==> src/pob_consts.svh <==
// Constants for the port option register bank: indices, fields, reset values and rates.
`ifndef POB_CONSTS_SVH
`define POB_CONSTS_SVH

// Register indices; the byte address of each register is four times its index.
`define POB_IDX_DEBOUNCE     8'h75
`define POB_IDX_IRQ_EDGE     8'h76
`define POB_IDX_PA_PULL      8'h77
`define POB_IDX_PB_PULL      8'h78
`define POB_IDX_PB_OPEN      8'h79
`define POB_IDX_SP_OPEN      8'h7A
`define POB_IDX_FREQ_WAKE    8'h7B
`define POB_IDX_COMBO_ONE    8'h7C
`define POB_IDX_COMBO_TWO    8'h7D
`define POB_IDX_SP_PULL      8'h7E
`define POB_IDX_TEST         8'h7F

// Storage geometry and decoder answers.
`define POB_NUM_OPT          10
`define POB_SLOT_TEST        4'hA
`define POB_SLOT_NONE        4'hF
`define POB_OPT_RST          4'h0
`define POB_RD_ZERO          32'h0000_0000

// Bit positions inside the frequency output and sleep wake register.
`define POB_FB_ONE_HERTZ     0
`define POB_FB_KILOHERTZ     1
`define POB_FB_CRYSTAL       2
`define POB_FB_SLEEP_WAKE    3

// System clock and generated output frequencies in hertz.
`define POB_CLK_HZ           50000000
`define POB_F_ONE_HERTZ      1
`define POB_F_KILOHERTZ      1000
`define POB_F_CRYSTAL        32768

`endif

==> src/pob_pkg.sv <==
// Types shared by the port option register bank.
package pob_pkg;

  // Decoded option nibbles, in register order.
  typedef struct packed {
    logic [3:0] porta_debounce_off;
    logic [3:0] porta_irq_edge;
    logic [3:0] porta_pulldown_off;
    logic [3:0] portb_pulldown_off;
    logic [3:0] portb_open_drain;
    logic [3:0] serial_port_open_drain;
    logic [3:0] freq_sel_and_wake;
    logic [3:0] reset_combo_set_one;
    logic [3:0] reset_combo_set_two;
    logic [3:0] serial_port_pulldown_off;
  } pob_opt_t;

  // Frequency outputs routed to port B.
  typedef struct packed {
    logic portb_one_hertz_out;
    logic portb_kilohertz_out;
    logic portb_crystal_freq_out;
  } pob_freq_t;

endpackage

==> src/pob_bank.sv <==
// APB register bank holding the port option registers and the port logic they steer.
//
// Function
// - Only power-on reset loads defaults; else CPU writes.
// - Other resets leave option registers untouched.
// - Register 76 selects port A interrupt edge.
// - Register 77 removes port A pull-downs.
// - Register 78 disables port B pull-downs.
// - Register 7B routes clocks, enables sleep wake.
// - Registers 7C, 7D select port A reset sets.
// - Register 7E disables serial port pull-downs.
//
// Register access over APB is this design's own decision.
`timescale 1ns/1ps
`default_nettype none
`include "pob_consts.svh"

module pob_bank #(
  parameter int ADDR_W    = 12,
  parameter int OPT_W     = 4,
  parameter int HALF_1HZ  = `POB_CLK_HZ / (2 * `POB_F_ONE_HERTZ),
  parameter int HALF_1KHZ = `POB_CLK_HZ / (2 * `POB_F_KILOHERTZ),
  parameter int HALF_32K  = `POB_CLK_HZ / (2 * `POB_F_CRYSTAL)
) (
  input  wire logic              pclk,                   // System clock, 50 MHz.
  input  wire logic              presetn,                // Power-on reset, active low.
  input  wire logic              warm_reset,             // Watchdog, pin or port A reset pulse.
  input  wire logic [ADDR_W-1:0] paddr,                  // APB byte address.
  input  wire logic              psel,                   // APB select.
  input  wire logic              penable,                // APB access phase.
  input  wire logic              pwrite,                 // APB direction, high for write.
  input  wire logic [31:0]       pwdata,                 // APB write data.
  output logic [31:0]            prdata,                 // APB read data.
  output logic                   pready,                 // APB ready, never stalls.
  output logic                   pslverr,                // APB error for unmapped address.
  input  wire logic [3:0]        porta_pin,              // Port A input pins, asynchronous.
  input  wire logic              sleep_active,           // Device is in sleep mode.
  output pob_pkg::pob_opt_t      opt,                    // Current option settings.
  output pob_pkg::pob_freq_t     freq_out,               // Frequency outputs for port B.
  output logic [3:0]             porta_irq_event,        // Port A edge event pulses.
  output logic                   porta_combo_reset_req,  // Port A combination reset request.
  output logic                   sleep_wake_reset_req    // Reset request to leave sleep.
);
  import pob_pkg::*;

  // The nibble storage and decoder serve exactly four-bit options.
  if (OPT_W != 4 || ADDR_W < 10 || ADDR_W > 32) begin : g_bad
    $error("pob_bank: unsupported width parameter");
  end

  // Maps a byte address to a storage slot, the test slot or no slot.
  function automatic logic [3:0] slot_of(input logic [ADDR_W-1:0] addr);
    logic [7:0] idx;
    idx = 8'(addr[ADDR_W-1:2]);
    if (addr[ADDR_W-1:2] != (ADDR_W-2)'(idx) || addr[1:0] != 2'b00) begin
      slot_of = `POB_SLOT_NONE;
    end else if (idx >= `POB_IDX_DEBOUNCE && idx <= `POB_IDX_SP_PULL) begin
      slot_of = 4'(idx - `POB_IDX_DEBOUNCE);
    end else if (idx == `POB_IDX_TEST) begin
      slot_of = `POB_SLOT_TEST;
    end else begin
      slot_of = `POB_SLOT_NONE;
    end
  endfunction

  logic [OPT_W-1:0] opt_mem_reg [`POB_NUM_OPT];
  logic [3:0]       acc_slot;
  logic             wr_en;
  logic [OPT_W-1:0] rd_nib;
  logic [31:0]      prdata_reg;
  logic             pslverr_reg;

  // Decode the current address; writes land only at the access phase edge.
  assign acc_slot = slot_of(paddr);
  assign wr_en    = psel && penable && pwrite && (acc_slot < 4'(`POB_NUM_OPT));
  assign pready   = 1'b1;

  // Option storage: defaults only at power-on, later only CPU writes change it.
  for (genvar gi = 0; gi < `POB_NUM_OPT; gi++) begin : g_opt
    always_ff @(posedge pclk or negedge presetn) begin
      if (!presetn) begin
        opt_mem_reg[gi] <= `POB_OPT_RST;
      end else if (wr_en && acc_slot == 4'(gi)) begin
        opt_mem_reg[gi] <= pwdata[OPT_W-1:0];
      end
    end
  end

  // Selects the stored nibble for a read; the test slot and holes read zero.
  always_comb begin
    rd_nib = '0;
    for (int i = 0; i < `POB_NUM_OPT; i++) begin
      if (acc_slot == 4'(i)) begin
        rd_nib = opt_mem_reg[i];
      end
    end
  end

  // Read data and error are captured in the setup cycle and shown in the access phase.
  always_ff @(posedge pclk or negedge presetn) begin
    if (!presetn) begin
      prdata_reg  <= `POB_RD_ZERO;
      pslverr_reg <= 1'b0;
    end else if (psel && !penable) begin
      prdata_reg  <= pwrite ? `POB_RD_ZERO : {28'h0, rd_nib};
      pslverr_reg <= (acc_slot == `POB_SLOT_NONE);
    end
  end

  assign prdata  = prdata_reg;
  assign pslverr = pslverr_reg;

  // Option nibbles presented to the port logic.
  assign opt.porta_debounce_off       = opt_mem_reg[0];
  assign opt.porta_irq_edge           = opt_mem_reg[1];
  assign opt.porta_pulldown_off       = opt_mem_reg[2];
  assign opt.portb_pulldown_off       = opt_mem_reg[3];
  assign opt.portb_open_drain         = opt_mem_reg[4];
  assign opt.serial_port_open_drain   = opt_mem_reg[5];
  assign opt.freq_sel_and_wake        = opt_mem_reg[6];
  assign opt.reset_combo_set_one      = opt_mem_reg[7];
  assign opt.reset_combo_set_two      = opt_mem_reg[8];
  assign opt.serial_port_pulldown_off = opt_mem_reg[9];

  pob_freq_t wave;

  // Square wave source; a warm reset restarts it but not the options.
  pob_freq_gen #(
    .CNT_W     (25),
    .HALF_1HZ  (HALF_1HZ),
    .HALF_1KHZ (HALF_1KHZ),
    .HALF_32K  (HALF_32K)
  ) u_freq (
    .pclk       (pclk),
    .presetn    (presetn),
    .warm_reset (warm_reset),
    .wave       (wave)
  );

  pob_freq_t freq_reg;

  // Each wave reaches port B only while its select bit is set.
  always_ff @(posedge pclk or negedge presetn) begin
    if (!presetn) begin
      freq_reg <= '0;
    end else begin
      freq_reg.portb_one_hertz_out    <= wave.portb_one_hertz_out &&
                                         opt_mem_reg[6][`POB_FB_ONE_HERTZ];
      freq_reg.portb_kilohertz_out    <= wave.portb_kilohertz_out &&
                                         opt_mem_reg[6][`POB_FB_KILOHERTZ];
      freq_reg.portb_crystal_freq_out <= wave.portb_crystal_freq_out &&
                                         opt_mem_reg[6][`POB_FB_CRYSTAL];
    end
  end

  assign freq_out = freq_reg;

  logic [3:0] pa_meta_reg;
  logic [3:0] pa_sync_reg;
  logic [3:0] pa_last_reg;

  // Two-stage synchroniser for the port A pins, plus a delayed copy for edges.
  always_ff @(posedge pclk or negedge presetn) begin
    if (!presetn) begin
      pa_meta_reg <= 4'h0;
      pa_sync_reg <= 4'h0;
      pa_last_reg <= 4'h0;
    end else begin
      pa_meta_reg <= porta_pin;
      pa_sync_reg <= pa_meta_reg;
      pa_last_reg <= pa_sync_reg;
    end
  end

  logic [3:0] pa_rise;
  logic [3:0] pa_fall;
  logic [3:0] irq_ev_reg;

  assign pa_rise = pa_sync_reg & ~pa_last_reg;
  assign pa_fall = ~pa_sync_reg & pa_last_reg;

  // A cleared edge bit reacts to a rising edge, a set bit to a falling edge.
  always_ff @(posedge pclk or negedge presetn) begin
    if (!presetn) begin
      irq_ev_reg <= 4'h0;
    end else begin
      irq_ev_reg <= (pa_rise & ~opt_mem_reg[1]) | (pa_fall & opt_mem_reg[1]);
    end
  end

  assign porta_irq_event = irq_ev_reg;

  logic combo_one_hit;
  logic combo_two_hit;
  logic combo_req_reg;
  logic wake_req_reg;

  // A non-empty set hits when all its selected inputs are high together.
  assign combo_one_hit = (opt_mem_reg[7] != 4'h0) &&
                         ((pa_sync_reg & opt_mem_reg[7]) == opt_mem_reg[7]);
  assign combo_two_hit = (opt_mem_reg[8] != 4'h0) &&
                         ((pa_sync_reg & opt_mem_reg[8]) == opt_mem_reg[8]);

  // Combination reset request follows the hits with one cycle of delay.
  always_ff @(posedge pclk or negedge presetn) begin
    if (!presetn) begin
      combo_req_reg <= 1'b0;
    end else begin
      combo_req_reg <= combo_one_hit || combo_two_hit;
    end
  end

  // In sleep, a rising port A edge asks for a reset when the wake bit is set.
  always_ff @(posedge pclk or negedge presetn) begin
    if (!presetn) begin
      wake_req_reg <= 1'b0;
    end else begin
      wake_req_reg <= sleep_active && opt_mem_reg[6][`POB_FB_SLEEP_WAKE] && (|pa_rise);
    end
  end

  assign porta_combo_reset_req = combo_req_reg;
  assign sleep_wake_reset_req  = wake_req_reg;
endmodule
`default_nettype wire

==> src/pob_freq_gen.sv <==
// Divider that makes the 1 Hz, 1 kHz and 32 kHz square waves for port B.
`timescale 1ns/1ps
`default_nettype none
`include "pob_consts.svh"

module pob_freq_gen #(
  parameter int CNT_W     = 25,
  parameter int HALF_1HZ  = `POB_CLK_HZ / (2 * `POB_F_ONE_HERTZ),
  parameter int HALF_1KHZ = `POB_CLK_HZ / (2 * `POB_F_KILOHERTZ),
  parameter int HALF_32K  = `POB_CLK_HZ / (2 * `POB_F_CRYSTAL)
) (
  input  wire logic          pclk,       // System clock.
  input  wire logic          presetn,    // Power-on reset, active low.
  input  wire logic          warm_reset, // Watchdog, pin or port A reset.
  output pob_pkg::pob_freq_t wave        // Free running square waves.
);
  import pob_pkg::*;

  localparam int NUM_DIV = 3;
  localparam int HALF_TAB [NUM_DIV] = '{HALF_1HZ, HALF_1KHZ, HALF_32K};

  // Refuse half periods that do not fit the counter or are empty.
  if (HALF_1HZ < 1 || HALF_1KHZ < 1 || HALF_32K < 1 || HALF_1HZ >= (2 ** CNT_W) ||
      HALF_1KHZ >= (2 ** CNT_W) || HALF_32K >= (2 ** CNT_W)) begin : g_bad
    $error("pob_freq_gen: half period out of range");
  end

  logic [NUM_DIV-1:0] wave_reg;

  // One counter per divider; each toggles its wave at the end of a half period.
  for (genvar gi = 0; gi < NUM_DIV; gi++) begin : g_div
    logic [CNT_W-1:0] cnt_reg;
    always_ff @(posedge pclk or negedge presetn) begin
      if (!presetn) begin
        cnt_reg     <= '0;
        wave_reg[gi] <= 1'b0;
      end else if (warm_reset) begin
        cnt_reg     <= '0;
        wave_reg[gi] <= 1'b0;
      end else if (cnt_reg == CNT_W'(HALF_TAB[gi] - 1)) begin
        cnt_reg     <= '0;
        wave_reg[gi] <= ~wave_reg[gi];
      end else begin
        cnt_reg     <= cnt_reg + CNT_W'(1);
      end
    end
  end

  // Divider 0 makes the slowest wave, divider 2 the fastest.
  assign wave.portb_one_hertz_out    = wave_reg[0];
  assign wave.portb_kilohertz_out    = wave_reg[1];
  assign wave.portb_crystal_freq_out = wave_reg[2];

endmodule
`default_nettype wire

==> config.mk <==
export PLATFORM = sky130hd
export DESIGN_NAME = pob_bank
export DESIGN_NICKNAME = d
export VERILOG_FILES = /design/src/pob_pkg.sv /design/src/pob_bank.sv /design/src/pob_freq_gen.sv
export VERILOG_INCLUDE_DIRS = /design/src /design/src/src
export SDC_FILE = /design/constraint.sdc
export NUM_CORES = 1
export LEC_CHECK = 0
export BUFFER_PORTS_ARGS = -buffer_cell sky130_fd_sc_hd__buf_2
export CAP_MARGIN = 20
export CORE_AREA = 2 2 119 121
export CTS_CLUSTER_DIAMETER = 50
export DETAILED_ROUTE_END_ITERATION = 8
export DIE_AREA = 0 0 121 123
export PLACE_DENSITY_LB_ADDON = 0.1
export SYNTH_ARGS = -nofsm -noshare
export SYNTH_HDL_FRONTEND = slang
export SYNTH_HIERARCHICAL = 1
export SYNTH_SLANG_ARGS = --single-unit
==> constraint.sdc <==
create_clock -name pclk -period 2.75 [get_ports pclk]
set_clock_uncertainty 0.15 [all_clocks]
set_input_delay 0.1375 -clock pclk [delete_from_list [all_inputs] [get_ports pclk]]
set_output_delay 0.1375 -clock pclk [all_outputs]
set_load 0.02 [all_outputs]
## After elaboration in Yosys (flattened, before gate mapping)

Index checks and enable logic that the tools add are counted.

| storage, ports and cells | value |
|---|---|
| input port bits | 55 |
| register bits after elaboration | 172 |
| output and inout port bits | 83 |
| logic and storage cells | 123 |

| operators by class | value |
|---|---|
| reduce and logical (&&, ||, !) cells | 34 |
| order comparisons | 3 |
| $add $sub $neg | 4 |
| mux-type cells | 26 |
| eq/ne operators | 16 |
| bitwise operators | 13 |

Operator list:

| kind | number |
|---|---|
| $mux 25 | 6 |
| $add 25x1->25 const B | 3 |
| $mux 4 | 13 |
| $eq 25x10->1 const B | 1 |
| $eq 25x15->1 const B | 1 |
| $eq 25x25->1 const B | 1 |
| $and 4x4->4 | 6 |
| $logic_and 1x1->1 | 22 |
| $eq 4x3->1 const B | 4 |
| $eq 4x4->1 const B | 3 |
| $not 4->4 | 3 |
| $reduce_bool 2->1 | 5 |
| $eq 4x2->1 const B | 2 |
| $eq 4x4->1 | 2 |
| $eq 8x7->1 const B | 1 |
| $ge 8x7->1 const B | 1 |
| $le 8x7->1 const B | 1 |
| $reduce_bool 4->1 | 2 |
| $mux 1 | 6 |
| $eq 4x1->1 const B | 1 |
| $logic_not 4->1 | 1 |
| $lt 4x4->1 const B | 1 |
| $or 4x4->4 | 1 |
| $reduce_or 4->1 | 1 |
| other kinds (5) | 8 |

## Depth between registers and ports, before layout

| logic depth | value |
|---|---|
| word-level depth | 16 |
| mapped depth | 11 |
| gate-level depth less buffers | 9 |

## Cells and area by module

The synthesis kept the hierarchy.

Modules (own cells, without submodules):

| module | times used | seq. area each (um^2) | area each (um^2) | cells an instance |
|---|---|---|---|---|
| pob_freq_gen | 1 | 1951.9 | 3952.5 | 419 |
| pob_bank | 1 | 1651.6 | 3582.2 | 334 |

## Worst setup path before layout

Ideal clock, no wire load.

| path | value |
|---|---|
| path type | input-to-reg |
| from | input port paddr[2] |
| to | register opt_mem_reg, in the netlist opt[36] |
| data arrival time | 2419 ps |
| setup time | 125 ps |
| required time | 2475 ps |
| buffers on the path | 2 |
| stages on the path | 10 |
| path slack | 57 ps |
| path through | buf_2 > inv_1 > ha_1 > nand2b_1 > a211oi_2 > o21ai_1 > a21oi_1 > and3_1 > clkbuf_1 > mux2_2 |

| between the ends | value |
|---|---|
| longest elaborated chain between the ends | 7 |
| elaborated cells on any way between the ends | 12 |
| classes of those cells | add/sub (1); order compare (3); eq/ne (1); mux (3); reduce/logical (4) |

RTL lines:

| element | RTL line | RTL |
|---|---|---|
| from (decl) | pob_bank.sv:28 | `input wire logic [ADDR_W-1:0] paddr,` |
| $ge 8x7->1 (no source line) (tied with other cells) | n/a |  |
| $logic_and 1x1->1 (no source line) / $mux 3 (equally long branches) | n/a |  |
| $mux 4 * | pob_bank.sv:57 | `` end else if (idx >= `POB_IDX_DEBOUNCE && idx <= `POB_IDX_SP_PULL) begin `` |
| $mux 4 * | pob_bank.sv:55 | `if (addr[ADDR_W-1:2] != (ADDR_W-2)'(idx) \|\| addr[1:0] != 2'b00) begin` |
| $lt 4x4->1 | pob_bank.sv:75 | `` assign wr_en = psel && penable && pwrite && (acc_slot < 4'(`POB_NUM_OPT)); `` |
| $logic_and 1x1->1 | pob_bank.sv:75 |  |
| $logic_and 1x1->1 * | pob_bank.sv:83 | `end else if (wr_en && acc_slot == 4'(gi)) begin` |
| to (signal, indexed assignment) | pob_bank.sv:82 | `` opt_mem_reg[gi] <= `POB_OPT_RST; `` |
| to (signal, indexed assignment) | pob_bank.sv:84 | `opt_mem_reg[gi] <= pwdata[OPT_W-1:0];` |
| to (decl) | pob_bank.sv:66 | `` logic [OPT_W-1:0] opt_mem_reg [`POB_NUM_OPT]; `` |

Every way passes the cells marked *; elsewhere a longest branch is shown, timed or not.
A chain may end at the register's enable or synchronous reset.

## Worst setup path after layout

| path | value |
|---|---|
| from | register u_freq.g_div[1].cnt_reg[0] |
| to | register u_freq.g_div[1].cnt_reg[24] |

| between the ends | value |
|---|---|
| longest elaborated chain between the ends | 3 |
| elaborated cells on any way between the ends | 4 |
| classes of those cells | add/sub (1); eq/ne (1); mux (2) |

RTL lines:

| element | RTL line | RTL |
|---|---|---|
| from (decl) | pob_freq_gen.sv:32 | `logic [CNT_W-1:0] cnt_reg;` |
| from (signal assigned) | pob_freq_gen.sv:44 | `cnt_reg <= cnt_reg + CNT_W'(1);` |
| $add 25x1->25 / $eq 25x15->1 (equally long branches) | pob_freq_gen.sv:44, pob_freq_gen.sv:40 |  |
| $mux 25 * | pob_freq_gen.sv:40 | `end else if (cnt_reg == CNT_W'(HALF_TAB[gi] - 1)) begin` |
| $mux 25 * | pob_freq_gen.sv:37 | `end else if (warm_reset) begin` |

Marks and branches as above.

==> impl_metrics.json <==
{
  "first_global_vias": 5806,
  "grt_util_all_layers": 0.251,
  "grt_setup_unrepaired": "false",
  "die_area_mm2": 0.0149,
  "yosysTopAreaCellShare": 0.478,
  "cts_setup_buffers": 0,
  "clkSlewWorstSetupHoldPaths_ns": 0.06,
  "post_synthesis_sequential_area_ratio": 0.478,
  "drt_drc_violations_left": 0,
  "grt_pass1_wl_um": 29300,
  "report.power.total_mw": 5.03,
  "drt_first_pass_iters": 5,
  "row_count": 43,
  "critPathRequiredTime_ns": 2.94,
  "antennaDiodeCount": 0,
  "area_growth_pct": 17.7,
  "flip_flop_and_latch_area_mm2": 0.00360,
  "worst_slew_margin_rel": 0.520,
  "end_kind": "register",
  "vias_per_cell": 5.97,
  "cts.root.buffer_cell": "sky130_fd_sc_hd__clkbuf_16",
  "synthesis.instances": 753,
  "crit_type": "reg2reg",
  "multi_input_comb_area_mm2": 0.00361,
  "io_pins": 138,
  "overflow": 0,
  "timing.critical_path.fanout_max": 10,
  "cts_htree_levels": 4,
  "dp_hpwl_um": 12700,
  "dominant_cells_by_area_after_synthesis": "sky130_fd_sc_hd__dfrtp_1 (48%), sky130_fd_sc_hd__mux2_2 (5.1%), sky130_fd_sc_hd__buf_4 (3.0%)",
  "grt_util_met3": 0.0517,
  "totalNegativeSetupSlack_ns": 0,
  "layout-drive-gt1-share": 0.217,
  "global_route.usage.met1": 0.343,
  "leakage_power_summed_over_all_cells_nw": 3.96,
  "drv_slew": 0,
  "maximum_clock_frequency_mhz": 428,
  "final.hold.worst_slack_ns": 0.0420,
  "holdCritPathClass": "in2reg",
  "result_of_the_run": "complete, no violations",
  "number_of_enable_type_register_cells_in_the_synthesized_netlist": 0,
  "cap_viol_max_count": 0,
  "grt-busiest-layer": "met2",
  "ant_nets": 0,
  "wirelength_um": 18200,
  "synth_async_sr_flop_share": 1.00,
  "drt_first_iter_violations": 499,
  "max-vdd-ir-drop_v": 0.000386,
  "largest_register_ff_count": 75,
  "synth.yosys.warnings": 6,
  "synth.avg_cell_area_um2": 10.0,
  "cell_area_synth_mm2": 0.00753,
  "fillerInstances": 1114,
  "insertion_delay_ns": 0.42,
  "place_congestion": 0.887,
  "final_period_utilization": 0.849,
  "hold_path_depth": 2,
  "wl_per_cell_um": 17.4,
  "chipWidth_um": 121,
  "preCtsSetupSlack_ns": 0.0597,
  "worst_r2r_endpoint": "u_freq/g_div[1].cnt_reg[24]$_DFF_PN0_",
  "via_count": 6231,
  "die_h_um": 123,
  "worstPathArrival_ns": 2.53,
  "io_buf_count": 80,
  "start_kind": "register",
  "yosys.cell_types.count": 72,
  "ys.flop_type": "sky130_fd_sc_hd__dfrtp_1",
  "worst-r2r-cell-count": 5,
  "worst_slack_ns": 0.414,
  "grt_start_max_net_pins": 71,
  "floorplan.initialDensity": 0.554,
  "timing.final.hold_violations": 0,
  "power_per_cell_area_mw_per_mm2": 567,
  "tightestPinTransition_ns": 0.718,
  "clock_sink_count": 144,
  "ys_seq_elements": 144,
  "antenna_violations_before_repair": 0,
  "maximum_clock_path_buffer_count": 2,
  "num_cts_buffers": 17,
  "setup.reg_to_reg.worst_slack_ns": 0.41,
  "synth_area_leader_cell": "sky130_fd_sc_hd__dfrtp_1",
  "finalCoreUtilization": 0.651,
  "area_of_the_core_region_mm2": 0.0136,
  "fin_crit_ns": 2.34,
  "cts_tree": "yes",
  "setup_violations": 0,
  "gr-usage-met2": 0.399,
  "r2r-start": "u_freq/g_div[1].cnt_reg[0]$_DFF_PN0_",
  "final_net_count": 913,
  "hold_path_startpoint": "pwdata[2]",
  "hold_end": "opt[2]$_DFFE_PN0P_"
}
-- per-layer routing --
layer / part of all wire / up-vias
li1: - / 2908
met1: 0.44 / 3084
met2: 0.48 / 212
met3: 0.061 / 27
met4: 0.019 / 0
met5: 0 / -
-- final cells by class --
class	count	area share
Multi-Input combinational cell	554	0.407
Timing Repair Buffer	114	0.0789
Inverter	19	0.00804
Tap cell	180	0.0254
Sequential cell	144	0.406
Clock buffer	20	0.0515
Clock inverter	12	0.0231
-- metrics by stage --
step	area [um2]	std cells
CTS	8870	1043
floorplan	7640	780
global route	8870	1043
global placement	8110	1001
finish	8870	1043
detailed placement	8110	1001
-- synth_stat cells (all sizes together) (3+ instances only) --
cell,count
o31ai,18
inv,19
nor4b,4
and3,13
nand2b,7
nor2,61
nand3b,3
nand3,35
nand2,48
a221oi,3
xor2,21
and2,7
xnor2,19
dfrtp,144
o311ai,3
o21bai,3
o41ai,3
or3,19
a22oi,3
buf,38
a21oi,44
and4,9
o211ai,3
clkbuf,25
o21ai,34
nor4,19
a31oi,6
nand4,29
ha,8
or4,23
nor3,11
mux2,38
-- cell usage in the layout (no fill, tap or decap), drive strengths merged, types with 4 or more instances in the layout --
master and n:
a21oi 44, a31oi 6, and2 7, and3 13
and4 9, buf 104, bufinv 5, clkbuf 20
clkinv 4, conb 29, dfrtp 144, dlygate4sd3 10
ha 8, inv 20, mux2 38, nand2 48
nand2b 7, nand3 35, nand4 29, nor2 61
nor3 11, nor4 19, nor4b 4, o21ai 34
o31ai 18, or3 19, or4 23, xnor2 19
xor2 21
-- critical path: stages (launching register included) --
cell and delay, ns:
sky130_fd_sc_hd__dfrtp_1 0.38, sky130_fd_sc_hd__ha_1 0.20, sky130_fd_sc_hd__nand2_1 0.15, sky130_fd_sc_hd__or4_1 0.71
sky130_fd_sc_hd__or4_1 0.52, sky130_fd_sc_hd__a21oi_1 0.15
-- power by group --
part / switching (mW) / leakage, nW / internal, mW
registers: 0.0191 / 1.96 / 2.15
logic: 0.222 / 1.69 / 0.0900
clock network: 0.890 / 0.317 / 1.66
-- repair_timing --
| action | CTS | global route |
|---|---|---|
| hold buffers | 10 | 0 |
| hold endpoints to repair | 78 | 0 |
| gates resized for setup | 0 | 0 |
-- cells by family after synthesis --
kind of cell,count (synthesis),synth area share
AOI/OAI and AO/OA,141,0.121
xor gates and xnor gates,40,0.0465
adders and majority gates,8,0.0133
buffers and inverters,82,0.0566
DFF,144,0.478
muxes,39,0.0601
other,2,0.000997
and+or+nand+nor,297,0.224
-- how the worst max path moves through the flow --
stage / start / endpoint / cells past startpoint
after detailed placement: paddr[3] / opt[37]$_DFFE_PN0P_ / 11
final: u_freq/g_div[1].cnt_reg[0]$_DFF_PN0_ / u_freq/g_div[1].cnt_reg[24]$_DFF_PN0_ / 5
after floorplan: paddr[2] / opt[36]$_DFFE_PN0P_ / 10
after CTS: u_freq/g_div[1].cnt_reg[0]$_DFF_PN0_ / u_freq/g_div[1].cnt_reg[24]$_DFF_PN0_ / 5
after global routing: paddr[3] / opt[13]$_DFFE_PN0P_ / 10
after global placement: paddr[3] / opt[39]$_DFFE_PN0P_ / 11
No activity file was read; power rests on OpenSTA's default activity.
